[config.mk]
export PLATFORM = sky130hd
export DESIGN_NAME = two_wire_master
export DESIGN_NICKNAME = d
export VERILOG_FILES = /design/src/pkg/two_wire_pkg.sv /design/src/hw/two_wire_master.sv
export VERILOG_INCLUDE_DIRS = /design/src /design/src/pkg
export SDC_FILE = /design/constraint.sdc
export NUM_CORES = 1
export LEC_CHECK = 0
export ABC_AREA = 1
export BUFFER_PORTS_ARGS = -buffer_cell sky130_fd_sc_hd__buf_2
export CORE_ASPECT_RATIO = 1.5
export CORE_UTILIZATION = 54
export DETAILED_ROUTE_END_ITERATION = 8
export PLACE_DENSITY = 0.75
export SETUP_SLACK_MARGIN = 0.2
export SKIP_LAST_GASP = 1
export SYNTH_ARGS = -nofsm -noshare
export SYNTH_HDL_FRONTEND = slang
export SYNTH_SLANG_ARGS = --single-unit
[constraint.sdc]
create_clock -name core_clk -period 2.4 [get_ports core_clk]
set_clock_uncertainty 0.1 [all_clocks]
set_input_delay 0 -clock core_clk [delete_from_list [all_inputs] [get_ports core_clk]]
set_output_delay 0 -clock core_clk [all_outputs]
set_load 0.01 [all_outputs]
[src/pkg/two_wire_cfg.svh]
// Constants for the two-wire bus master: clock rates, timing counts and limits.
// Assumes the core clock runs at 100 MHz; every derived count follows from TW_CORE_HZ.
`ifndef TWO_WIRE_CFG_SVH
`define TWO_WIRE_CFG_SVH

`define TW_CORE_HZ      100000000
`define TW_RATE_100K_HZ 100000
`define TW_RATE_400K_HZ 400000
`define TW_RATE_800K_HZ 800000
`define TW_RATE_1M_HZ   1000000

// Quarter bit period in core cycles, rounded down so the bus never runs slow.
`define TW_QCYC(hz)     (`TW_CORE_HZ / (4 * (hz)))

// Data hold after each falling clock edge, a least time, so it rounds up.
`define TW_HOLD_NS      300
`define TW_HOLD_CYC     ((`TW_HOLD_NS * (`TW_CORE_HZ / 1000000) + 999) / 1000)

`define TW_MAX_BYTES    16
`define TW_CNT_W        12

`endif

[src/pkg/two_wire_pkg.sv]
// Types shared by the two-wire bus master: sequencer states, transfer kinds, rates.
// Numeric constants live in two_wire_cfg.svh.
package two_wire_pkg;

  typedef enum logic [2:0] {
    ST_IDLE    = 3'h0,
    ST_START   = 3'h1,
    ST_BYTE    = 3'h2,
    ST_RESTART = 3'h3,
    ST_STOP    = 3'h4
  } tw_state_e;

  typedef enum logic [1:0] {
    XF_READ  = 2'h0,
    XF_WRITE = 2'h1,
    XF_RD_WR = 2'h2,
    XF_WR_RD = 2'h3
  } xfer_e;

  typedef enum logic [1:0] {
    RATE_100K = 2'h0,
    RATE_400K = 2'h1,
    RATE_800K = 2'h2,
    RATE_1M   = 2'h3
  } rate_e;

endpackage

[src/hw/two_wire_master.sv]
// Two-wire serial bus master that sequences whole transfers from one command.
// Assumes external pull-ups on both lines and a user that streams write bytes on request.
`timescale 1ns/1ps
`include "two_wire_cfg.svh"

module two_wire_master #(
  parameter int MAX_BYTES = `TW_MAX_BYTES
) (
  input  wire logic                        core_clk,   // Core clock, 100 MHz.
  input  wire logic                        arst_n,     // Asynchronous reset, active low.
  input  wire logic                        enable,     // Block enable.
  input  wire logic                        start,      // Start a transfer, one-cycle pulse.
  input  wire two_wire_pkg::xfer_e         xfer_type,  // Transfer kind.
  input  wire two_wire_pkg::rate_e         rate,       // Bus clock rate.
  input  wire logic [6:0]                  slave_addr, // Seven-bit slave address.
  input  wire logic [4:0]                  rd_len,     // Bytes to read, 1 to MAX_BYTES.
  input  wire logic [4:0]                  wr_len,     // Bytes to write, 1 to MAX_BYTES.
  input  wire logic [7:0]                  tx_byte,    // Next byte to write.
  output logic                             tx_take,    // Pulse: tx_byte was taken.
  output logic [7:0]                       rx_byte,    // Last byte read.
  output logic                             rx_valid,   // Pulse: rx_byte is new.
  output logic                             busy,       // Transfer in progress.
  output logic                             done,       // Pulse: transfer finished.
  output logic                             nack_err,   // Last transfer met a NACK.
  output logic                             clk_req,    // Request for the shared oscillator.
  input  wire logic                        scl_i,      // Clock line level.
  output logic                             scl_o,      // Clock line drive value.
  output logic                             scl_oe_n,   // Clock line drive enable, low drives.
  input  wire logic                        sda_i,      // Data line level.
  output logic                             sda_o,      // Data line drive value.
  output logic                             sda_oe_n    // Data line drive enable, low drives.
);

  localparam int CW = `TW_CNT_W;
  localparam logic [CW-1:0] HOLD = CW'(`TW_HOLD_CYC);

  if (MAX_BYTES < 1 || MAX_BYTES > 31)
  begin : g_chk
    $error("MAX_BYTES must lie between 1 and 31.");
  end

  function automatic logic [CW-1:0] qcyc(input two_wire_pkg::rate_e r);
    unique case (r)
      two_wire_pkg::RATE_100K: qcyc = CW'(`TW_QCYC(`TW_RATE_100K_HZ));
      two_wire_pkg::RATE_400K: qcyc = CW'(`TW_QCYC(`TW_RATE_400K_HZ));
      two_wire_pkg::RATE_800K: qcyc = CW'(`TW_QCYC(`TW_RATE_800K_HZ));
      two_wire_pkg::RATE_1M:   qcyc = CW'(`TW_QCYC(`TW_RATE_1M_HZ));
    endcase
  endfunction

  function automatic logic len_ok(input logic [4:0] n);
    len_ok = (n != 5'h00) && (32'(n) <= MAX_BYTES);
  endfunction

  two_wire_pkg::tw_state_e state_q, state_d;
  two_wire_pkg::xfer_e     type_q, type_d;
  logic [CW-1:0] cnt_q, cnt_d, q_q, q_d;
  logic [3:0]    bit_q, bit_d;
  logic [7:0]    sh_q, sh_d, rx_q, rx_d;
  logic [6:0]    addr_q, addr_d;
  logic [4:0]    rlen_q, rlen_d, wlen_q, wlen_d, left_q, left_d;
  logic          is_addr_q, is_addr_d, rd_ph_q, rd_ph_d, second_q, second_d;
  logic          scl_low_q, scl_low_d, sda_low_q, sda_low_d, ack_bad_q, ack_bad_d;
  logic          busy_q, busy_d, done_q, done_d, nack_q, nack_d;
  logic          rxv_q, rxv_d, take_q, take_d, req_q, req_d;
  logic          bit_end, driving, first_rd;

  // Clock stretching is not honoured, so the clock line level is never consulted.
  logic unused_scl;
  assign unused_scl = scl_i;

  always_comb
  begin
    state_d   = state_q;
    type_d    = type_q;
    q_d       = q_q;
    cnt_d     = cnt_q + CW'(1);
    bit_d     = bit_q;
    sh_d      = sh_q;
    rx_d      = rx_q;
    addr_d    = addr_q;
    rlen_d    = rlen_q;
    wlen_d    = wlen_q;
    left_d    = left_q;
    is_addr_d = is_addr_q;
    rd_ph_d   = rd_ph_q;
    second_d  = second_q;
    scl_low_d = scl_low_q;
    sda_low_d = sda_low_q;
    ack_bad_d = ack_bad_q;
    busy_d    = busy_q;
    nack_d    = nack_q;
    done_d    = 1'b0;
    rxv_d     = 1'b0;
    take_d    = 1'b0;
    req_d     = enable;
    bit_end   = (cnt_q == {q_q[CW-3:0], 2'b00} - CW'(1));
    driving   = is_addr_q || !rd_ph_q;
    first_rd  = (xfer_type == two_wire_pkg::XF_READ) || (xfer_type == two_wire_pkg::XF_RD_WR);
    unique case (state_q)
      two_wire_pkg::ST_IDLE:
      begin
        cnt_d     = '0;
        scl_low_d = 1'b0;
        sda_low_d = 1'b0;
        // A command with an unusable length for a phase it needs is ignored.
        if (start && enable
            && (xfer_type == two_wire_pkg::XF_WRITE || len_ok(rd_len))
            && (xfer_type == two_wire_pkg::XF_READ || len_ok(wr_len)))
        begin
          state_d  = two_wire_pkg::ST_START;
          type_d   = xfer_type;
          q_d      = qcyc(rate);
          addr_d   = slave_addr;
          rlen_d   = rd_len;
          wlen_d   = wr_len;
          rd_ph_d  = first_rd;
          second_d = xfer_type[1];
          busy_d   = 1'b1;
          nack_d   = 1'b0;
        end
      end
      two_wire_pkg::ST_START:
      begin
        // Both lines high for half a bit, then data falls while the clock is high.
        scl_low_d = 1'b0;
        sda_low_d = (cnt_q >= {q_q[CW-2:0], 1'b0});
        if (bit_end)
        begin
          state_d   = two_wire_pkg::ST_BYTE;
          cnt_d     = '0;
          bit_d     = 4'h0;
          is_addr_d = 1'b1;
          sh_d      = {addr_q, rd_ph_q};
        end
      end
      two_wire_pkg::ST_BYTE:
      begin
        scl_low_d = (cnt_q < {q_q[CW-2:0], 1'b0});
        if (cnt_q == HOLD)
        begin
          if (bit_q < 4'h8)
            sda_low_d = driving && !sh_q[7];
          else
            sda_low_d = !driving && (left_q != 5'h01);
        end
        if (cnt_q == (q_q + {q_q[CW-2:0], 1'b0}))
        begin
          if (bit_q == 4'h8)
            ack_bad_d = sda_i;
          else if (!driving)
            sh_d = {sh_q[6:0], sda_i};
        end
        if (bit_end)
        begin
          cnt_d = '0;
          if (bit_q < 4'h8)
          begin
            bit_d = bit_q + 4'h1;
            if (driving)
              sh_d = {sh_q[6:0], 1'b0};
            else if (bit_q == 4'h7)
            begin
              rx_d  = sh_q;
              rxv_d = 1'b1;
            end
          end
          else
          begin
            bit_d = 4'h0;
            if (driving && ack_bad_q)
            begin
              state_d = two_wire_pkg::ST_STOP;
              nack_d  = 1'b1;
            end
            else if (is_addr_q)
            begin
              is_addr_d = 1'b0;
              left_d    = rd_ph_q ? rlen_q : wlen_q;
              if (!rd_ph_q)
              begin
                sh_d   = tx_byte;
                take_d = 1'b1;
              end
            end
            else
            begin
              left_d = left_q - 5'h01;
              if (left_q == 5'h01)
              begin
                if (second_q)
                begin
                  state_d  = two_wire_pkg::ST_RESTART;
                  second_d = 1'b0;
                  rd_ph_d  = !rd_ph_q;
                end
                else
                  state_d = two_wire_pkg::ST_STOP;
              end
              else if (!rd_ph_q)
              begin
                sh_d   = tx_byte;
                take_d = 1'b1;
              end
            end
          end
        end
      end
      two_wire_pkg::ST_RESTART:
      begin
        // Clock low for half a bit with data released, then a fresh start.
        scl_low_d = 1'b1;
        if (cnt_q == HOLD)
          sda_low_d = 1'b0;
        if (cnt_q == {q_q[CW-2:0], 1'b0} - CW'(1))
        begin
          state_d = two_wire_pkg::ST_START;
          cnt_d   = '0;
        end
      end
      two_wire_pkg::ST_STOP:
      begin
        scl_low_d = (cnt_q < {q_q[CW-2:0], 1'b0});
        if (cnt_q == HOLD)
          sda_low_d = 1'b1;
        if (cnt_q >= (q_q + {q_q[CW-2:0], 1'b0}))
          sda_low_d = 1'b0;
        if (bit_end)
        begin
          state_d = two_wire_pkg::ST_IDLE;
          busy_d  = 1'b0;
          done_d  = 1'b1;
        end
      end
    endcase
  end

  always_ff @(posedge core_clk or negedge arst_n)
  begin
    if (!arst_n)
    begin
      state_q   <= two_wire_pkg::ST_IDLE;
      type_q    <= two_wire_pkg::XF_READ;
      q_q       <= CW'(`TW_QCYC(`TW_RATE_100K_HZ));
      cnt_q     <= '0;
      bit_q     <= 4'h0;
      sh_q      <= 8'h00;
      rx_q      <= 8'h00;
      addr_q    <= 7'h00;
      rlen_q    <= 5'h00;
      wlen_q    <= 5'h00;
      left_q    <= 5'h00;
      is_addr_q <= 1'b0;
      rd_ph_q   <= 1'b0;
      second_q  <= 1'b0;
      scl_low_q <= 1'b0;
      sda_low_q <= 1'b0;
      ack_bad_q <= 1'b0;
      busy_q    <= 1'b0;
      done_q    <= 1'b0;
      nack_q    <= 1'b0;
      rxv_q     <= 1'b0;
      take_q    <= 1'b0;
      req_q     <= 1'b0;
    end
    else
    begin
      state_q   <= state_d;
      type_q    <= type_d;
      q_q       <= q_d;
      cnt_q     <= cnt_d;
      bit_q     <= bit_d;
      sh_q      <= sh_d;
      rx_q      <= rx_d;
      addr_q    <= addr_d;
      rlen_q    <= rlen_d;
      wlen_q    <= wlen_d;
      left_q    <= left_d;
      is_addr_q <= is_addr_d;
      rd_ph_q   <= rd_ph_d;
      second_q  <= second_d;
      scl_low_q <= scl_low_d;
      sda_low_q <= sda_low_d;
      ack_bad_q <= ack_bad_d;
      busy_q    <= busy_d;
      done_q    <= done_d;
      nack_q    <= nack_d;
      rxv_q     <= rxv_d;
      take_q    <= take_d;
      req_q     <= req_d;
    end
  end

  // Open-drain lines: the drive value is always low and only the enable moves.
  assign scl_o    = 1'b0;
  assign sda_o    = 1'b0;
  assign scl_oe_n = !scl_low_q;
  assign sda_oe_n = !sda_low_q;
  assign tx_take  = take_q;
  assign rx_byte  = rx_q;
  assign rx_valid = rxv_q;
  assign busy     = busy_q;
  assign done     = done_q;
  assign nack_err = nack_q;
  assign clk_req  = req_q;

endmodule

# Word level (Yosys, flattened, before mapping)
# Index checks and enable logic that the tools add are counted.
[op_classes]
addsub = 6
n_eq_ne = 33
n_bitwise = 3
magnitude_cmp = 6
n_reduce_logical = 41
muxes = 82
[op_table]
columns = ["op", "count"]
rows = [
  ["8-bit two-way mux", 11],
  ["12-bit case mux with 4 select lines", 1],
  ["1-bit two-way mux", 42],
  ["12-bit equality test", 3],
  ["12-bit case mux with 3 select lines", 1],
  ["3-bit two-way mux", 10],
  ["2-bit != test (second input constant)", 13],
  ["12-bit >= comparator", 2],
  ["12-bit two-way mux", 2],
  ["12-bit by 1-bit subtractor with 12-bit output (second input constant)", 2],
  ["8-bit case mux with 2 select lines", 1],
  ["8-bit AND reduction", 2],
  ["3-bit case mux with 5 select lines", 1],
  ["5-bit AND reduction", 3],
  ["12-bit by 1-bit adder with 12-bit output (second input constant)", 1],
  ["12-bit adder", 1],
  ["12-bit by 5-bit equality test with 1-bit output (second input constant)", 1],
  ["12-bit less-than comparator", 1],
  ["4-bit two-way mux", 3],
  ["3-bit AND reduction", 4],
  ["5-bit <= comparator (second input constant)", 2],
  ["5-bit two-way mux", 2],
  ["1-bit case mux with 2 select lines", 5],
  ["5-bit nonzero test", 2],
  ["other kinds (27)", 55],
]
[totals]
elab_cells = 193
regBits = 81
out_inout_bits = 18
in_bits = 35

# Logic depth before layout (Yosys ltp)
[depth]
word_depth = 12
ltp_mapped = 16
mapped_depth_nobuf = 16

# Worst setup path after synthesis
# No wires, ideal clock.
[synth_path]
path_type = "register to register"
startpoint = "register q_q[0]"
endpoint = "register sh_q[1]"
slack_ps = -188
path_stages_with_launch = 15
n_path_buf = 1
t_arrival_ps = 2366
synth_period_minus_slack_ps = 2588
setup_time_ps = 122
required_ps = 2178
path_cell_list = "dfrtp_1 > ha_1 > fa_1 > xor2_1 > ha_1 > nand2_1 > nor2_1 > nand2_1 > nor2_1 > buf_2 > nor2_1 > a21oi_1 > nor2_1 > nor2_1 > a21oi_1"
[synth_between]
elab_chain_cells = 10
elab_cells_between_ends = 15
cone_classes = "add/sub (2); eq/ne (3); mux (9); reduce/logical (1)"
[synth_lines]
columns = ["element", "line_no", "text"]
rows = [
  ["from (decl)", "two_wire_master.sv:57", "logic [CW-1:0] cnt_q, cnt_d, q_q, q_d;"],
  ["from (signal assigned)", "two_wire_master.sv:244", "q_q <= CW'(`TW_QCYC(`TW_RATE_100K_HZ));"],
  ["from (signal assigned)", "two_wire_master.sv:270", "q_q <= q_d;"],
  ["12-bit adder", "two_wire_master.sv:147", "if (cnt_q == (q_q + {q_q[CW-2:0], 1'b0}))"],
  ["12-bit equality test", "two_wire_master.sv:147", ""],
  ["8-bit two-way mux", "two_wire_master.sv:147", ""],
  ["8-bit two-way mux", "two_wire_master.sv:180, two_wire_master.sv:200", ""],
  ["8-bit two-way mux", "two_wire_master.sv:189", "if (left_q == 5'h01)"],
  ["8-bit two-way mux", "two_wire_master.sv:176", "else if (is_addr_q)"],
  ["8-bit two-way mux", "two_wire_master.sv:171", "if (driving && ack_bad_q)"],
  ["8-bit two-way mux", "two_wire_master.sv:157", "if (bit_q < 4'h8)"],
  ["8-bit two-way mux", "two_wire_master.sv:154", "if (bit_end)"],
  ["8-bit case mux with 2 select lines", "two_wire_master.sv:100", "unique case (state_q)"],
  ["to (signal assigned)", "two_wire_master.sv:247", "sh_q <= 8'h00;"],
  ["to (signal assigned)", "two_wire_master.sv:273", "sh_q <= sh_d;"],
  ["to (decl)", "two_wire_master.sv:59", "logic [7:0] sh_q, sh_d, rx_q, rx_d;"],
]
# Several ways; a longest one is shown, not always the timed one.
# A chain may end at the register's enable or synchronous reset.

# Final worst setup path
[layout_path]
startpoint = "register q_q[1]"
endpoint = "register sh_q[2]"
# The elaborated chain is that of the path after synthesis.

==> run metrics <==
outcome complete, but fails checks; violated checks setup timing; number of nets in the layout between 900 and 1000; register share of total power between 40% and 50%; sort of element at the end of the critical path flip-flop; remaining number of nets flagged by the antenna check after routing 0; FF+latch count, synth 74; clock tree from TritonCTS done; overall via count from detail_route approximately 5500; pin count of the biggest net entering global routing 75; Gate Count Post-Synth around 760; vias in the first global route between 5000 and 6000; wire length of the first global-routing pass ~24 mm; I/O Buffers between 40 and 50; fraction of the yosys area taken by sequential cells about 35%; overall die area around 10000 sq um; Fillers ~700; crit path max-delay cell type sky130_fd_sc_hd__dfstp_2; number of detailed-route iterations in the first pass 7; routed wire length ~15 mm; later-pin clock latency in the skew report 340 ps; starting utilization of the core area a little under three fifths; # clock sinks between 70 and 80; clock transition time at the flip-flop clock pins of the worst setup and hold paths ~50 ps; Int Power around 2100 uW; count of max-cap constraint violations 0; final RePlAce weighted congestion between 0.9 and 1; Root Buffer Master sky130_fd_sc_hd__clkbuf_16; number of buffers added by the clock tree synthesis step 9; GRT Overall Usage between 30% and 40%; min Tclk post-route between 2000 and 3000 ps; H-tree levels 3; post-layout worst setup margin -246 ps; period utilisation layout 110%; highest achievable clock rate between 300 and 400 MHz; # diodes 0; layout cells sized above 1 between 20 and 25%; Slew Limit Fails 0; floorplan row count 43; number of warnings reported in the yosys synthesis log 0; via density per instance approximately 5.5; placeable core area approximately 9400 sq um; critical path launch point type flip-flop; Logic pwr share between 4 and 5%; worst-path maximum fanout 5; number of antenna violations at the first check in global routing 0; setup repair after global routing missed its margin true; slowest cell delay on critical path 610 ps; count of non-filler cells in the finished layout between 900 and 1000; arrival time at the worst endpoint between 2000 and 3000 ps; top-level port count 53; synth-to-layout area growth 31.9%; class of the tightest hold or removal check input port to flip-flop; hold violation count in the final report 0; worst hold slack after final layout between 20 and 25 ps; proportion of power drawn by the clock network between 40 and 50%; buffer depth of the longest clock path 2; power density over the cells roughly 390 nW/um^2; Syn Area/Cell 6.94 sq um; DIE WIDTH 82.5 um; list of cells traversed by the critical path ha_4 -> fa_2 -> inv_2 -> ha_1 -> nand2_2 -> nor2_4 -> nand2_2 -> nor2_4 -> buf_12 -> clkbuf_16 -> a21oi_1 -> nor2_1 -> nor2_1 -> a21oi_1; die span in y 123 um; Netlist cell types 40; number of endpoints failing setup at the final stage 20; Worst EP required ~2500 ps; worst voltage drop across the vdd grid approximately 0.38 mV; NetSw roughly 570 uW; Synth Cell Area between 5000 and 6000 sq um; estimated wirelength of the detail-placed design approximately 10 mm; Lkg Pwr about 0.0037 uW; switching power share of the total 21.4%; Slew @ Worst Pin around 960 ps; Relative slew margins 36.0%; kind of critical path flip-flop to flip-flop; average wire per standard cell roughly 15 um; detailed router's first-iteration violation count roughly 440; post-route DRC violation count 0; aggregate global routing overflow 0; number of placed cells counting well taps a little over 900
-- path summary, 6_finish.rpt --
kind	start	endpoint	slack, ps	depth (start not counted)
max	q_q[1]	sh_q[2]	-250	14
min	rate[0]	q_q[0]	20	4
max reg2reg	q_q[1]	sh_q[2]	-250	14
min reg2reg	state_q[1]	state_q[1]	380	2
max in group asynchronous	arst_n	sh_q[2]	1320	2
min in group asynchronous	arst_n	rx_byte[0]	250	2
-- cell type report --
cell class,instances,area [sq um],share of cell area (%)
clock buffer,16,282,4.07
inverter,122,465,6.73
multi-input combinational,544,3150,45.6
sequential,74,1860,26.8
tap,112,140,2.03
timing repair buffer,124,1020,14.8
-- worst max-delay path, delay by kind of cell, from the launching register on --
kind | cells | cell delay [ps]
compound gates | 2 | 240
flops | 1 | 610
fa+ha+maj | 3 | 810
simple gates | 6 | 420
buf+inv | 3 | 340
-- kinds of logic after synthesis --
family | after synthesis | synth area share, %
and+or+nand+nor | 394 | 32.9
AOI/OAI and AO/OA | 101 | 10.7
xor gates and xnor gates | 12 | 2.00
adders and majority gates | 34 | 8.25
other | 1 | 0.0715
buffers and inverters | 140 | 10.7
DFF | 74 | 35.4
-- synth_stat cells --
master	number	area share [%]
sky130_fd_sc_hd__buf_2	6	0.57
sky130_fd_sc_hd__fa_1	1	0.38
sky130_fd_sc_hd__nand3_2	2	0.38
sky130_fd_sc_hd__nor3_1	8	0.76
sky130_fd_sc_hd__clkinv_1	1	0.071
sky130_fd_sc_hd__conb_1	1	0.071
sky130_fd_sc_hd__nor2_4	3	0.64
sky130_fd_sc_hd__buf_6	1	0.21
sky130_fd_sc_hd__xor2_1	11	1.8
sky130_fd_sc_hd__nand2_4	3	0.64
sky130_fd_sc_hd__dfstp_2	3	1.5
sky130_fd_sc_hd__o21ai_2	7	1.2
sky130_fd_sc_hd__dfrtp_1	71	34
sky130_fd_sc_hd__o21ai_0	44	4.2
sky130_fd_sc_hd__xnor2_1	1	0.17
sky130_fd_sc_hd__nand3_1	58	5.5
sky130_fd_sc_hd__nor4_1	2	0.24
sky130_fd_sc_hd__inv_2	6	0.43
sky130_fd_sc_hd__a31oi_1	3	0.36
sky130_fd_sc_hd__nor3b_1	1	0.14
sky130_fd_sc_hd__o21ai_1	3	0.29
sky130_fd_sc_hd__nand4_1	12	1.4
sky130_fd_sc_hd__a21oi_1	35	3.3
sky130_fd_sc_hd__nand2_2	6	0.72
sky130_fd_sc_hd__o41ai_1	1	0.17
sky130_fd_sc_hd__o21a_1	1	0.14
sky130_fd_sc_hd__nand3_4	1	0.33
sky130_fd_sc_hd__ha_1	33	7.9
sky130_fd_sc_hd__inv_1	114	8.2
sky130_fd_sc_hd__inv_4	1	0.12
sky130_fd_sc_hd__clkbuf_1	6	0.43
sky130_fd_sc_hd__or2_2	2	0.24
sky130_fd_sc_hd__o211ai_2	1	0.24
sky130_fd_sc_hd__nor2_2	4	0.48
sky130_fd_sc_hd__a211o_1	1	0.17
sky130_fd_sc_hd__nand3b_1	7	1.0
sky130_fd_sc_hd__nand2_1	198	14
sky130_fd_sc_hd__o22ai_1	5	0.60
sky130_fd_sc_hd__buf_4	5	0.72
sky130_fd_sc_hd__nor2_1	87	6.2
-- metal layers --
| metal | wire length, um | global-route usage [%] | up-vias |
|---|---|---|---|
| li1 | - | - | 2636 |
| met1 | 5520 | 31.0 | 2532 |
| met2 | 8280 | 57.0 | 209 |
| met3 | 666 | 4.98 | 73 |
| met4 | 834 | 20.7 | 0 |
| met5 | 0 | 0 | - |
-- what timing repair did --
item                                   in CTS  in global routing
endpoints found under the hold margin     101                  0
setup endpoints to repair                  45                 49
setup buffers                               6                  4
gates resized for setup                    39                 54
pin swaps                                  14                 16
hold buffers                               32                  0
gates cloned                                3                  1
-- power by group through the flow --
stage | sequential, uW | combinational (uW) | clock [uW]
2_1_floorplan | 1270 | 23.8 | 0
3_3_place_gp | 1270 | 82.6 | 0
3_5_place_dp | 1270 | 84.4 | 0
4_1_cts | 1250 | 125 | 1310
5_1_grt | 1250 | 141 | 1370
6_report | 1250 | 125 | 1290
-- per-stage QoR --
step | setup TNS (ps) | worst slack, ps | utilization, % | total power, uW | cell area, sq um
global route | -4150 | -374 | 73.9 | 2760 | 6920
detailed placement | -1780 | -236 | 62.0 | 1360 | 5810
floorplan | -442 | -64.9 | - | 1300 | 5270
global placement | -1030 | -168 | 62.0 | 1350 | 5810
CTS | -1240 | -169 | 71.4 | 2690 | 6680
finish | -1890 | -246 | 73.9 | 2670 | 6920
-- registers in the layout, indices dropped and copies added (netlist names), 3 cells and up --
name and flops:
wlen_q 5, sh_q 8, left_q 5, state_q 3, rx_byte 8, cnt_q 12, bit_q 4, rlen_q 5
addr_q 7, q_q 5
-- cells in the final DEF, fill, tap and decap left out, drive strengths merged, types with 2 or more instances in the layout --
cell	count
nand2	208
dfrtp	71
o22ai	5
conb	2
nand4	12
a31oi	3
dlygate4sd3	32
inv	121
nor4	2
nand3b	7
nor3	8
nor2	94
ha	33
o21ai	54
nand3	61
clkbuf	17
xor2	11
or2	2
dfstp	3
buf	91
a21oi	35
Note: power is estimated with default switching activity, not from simulation.
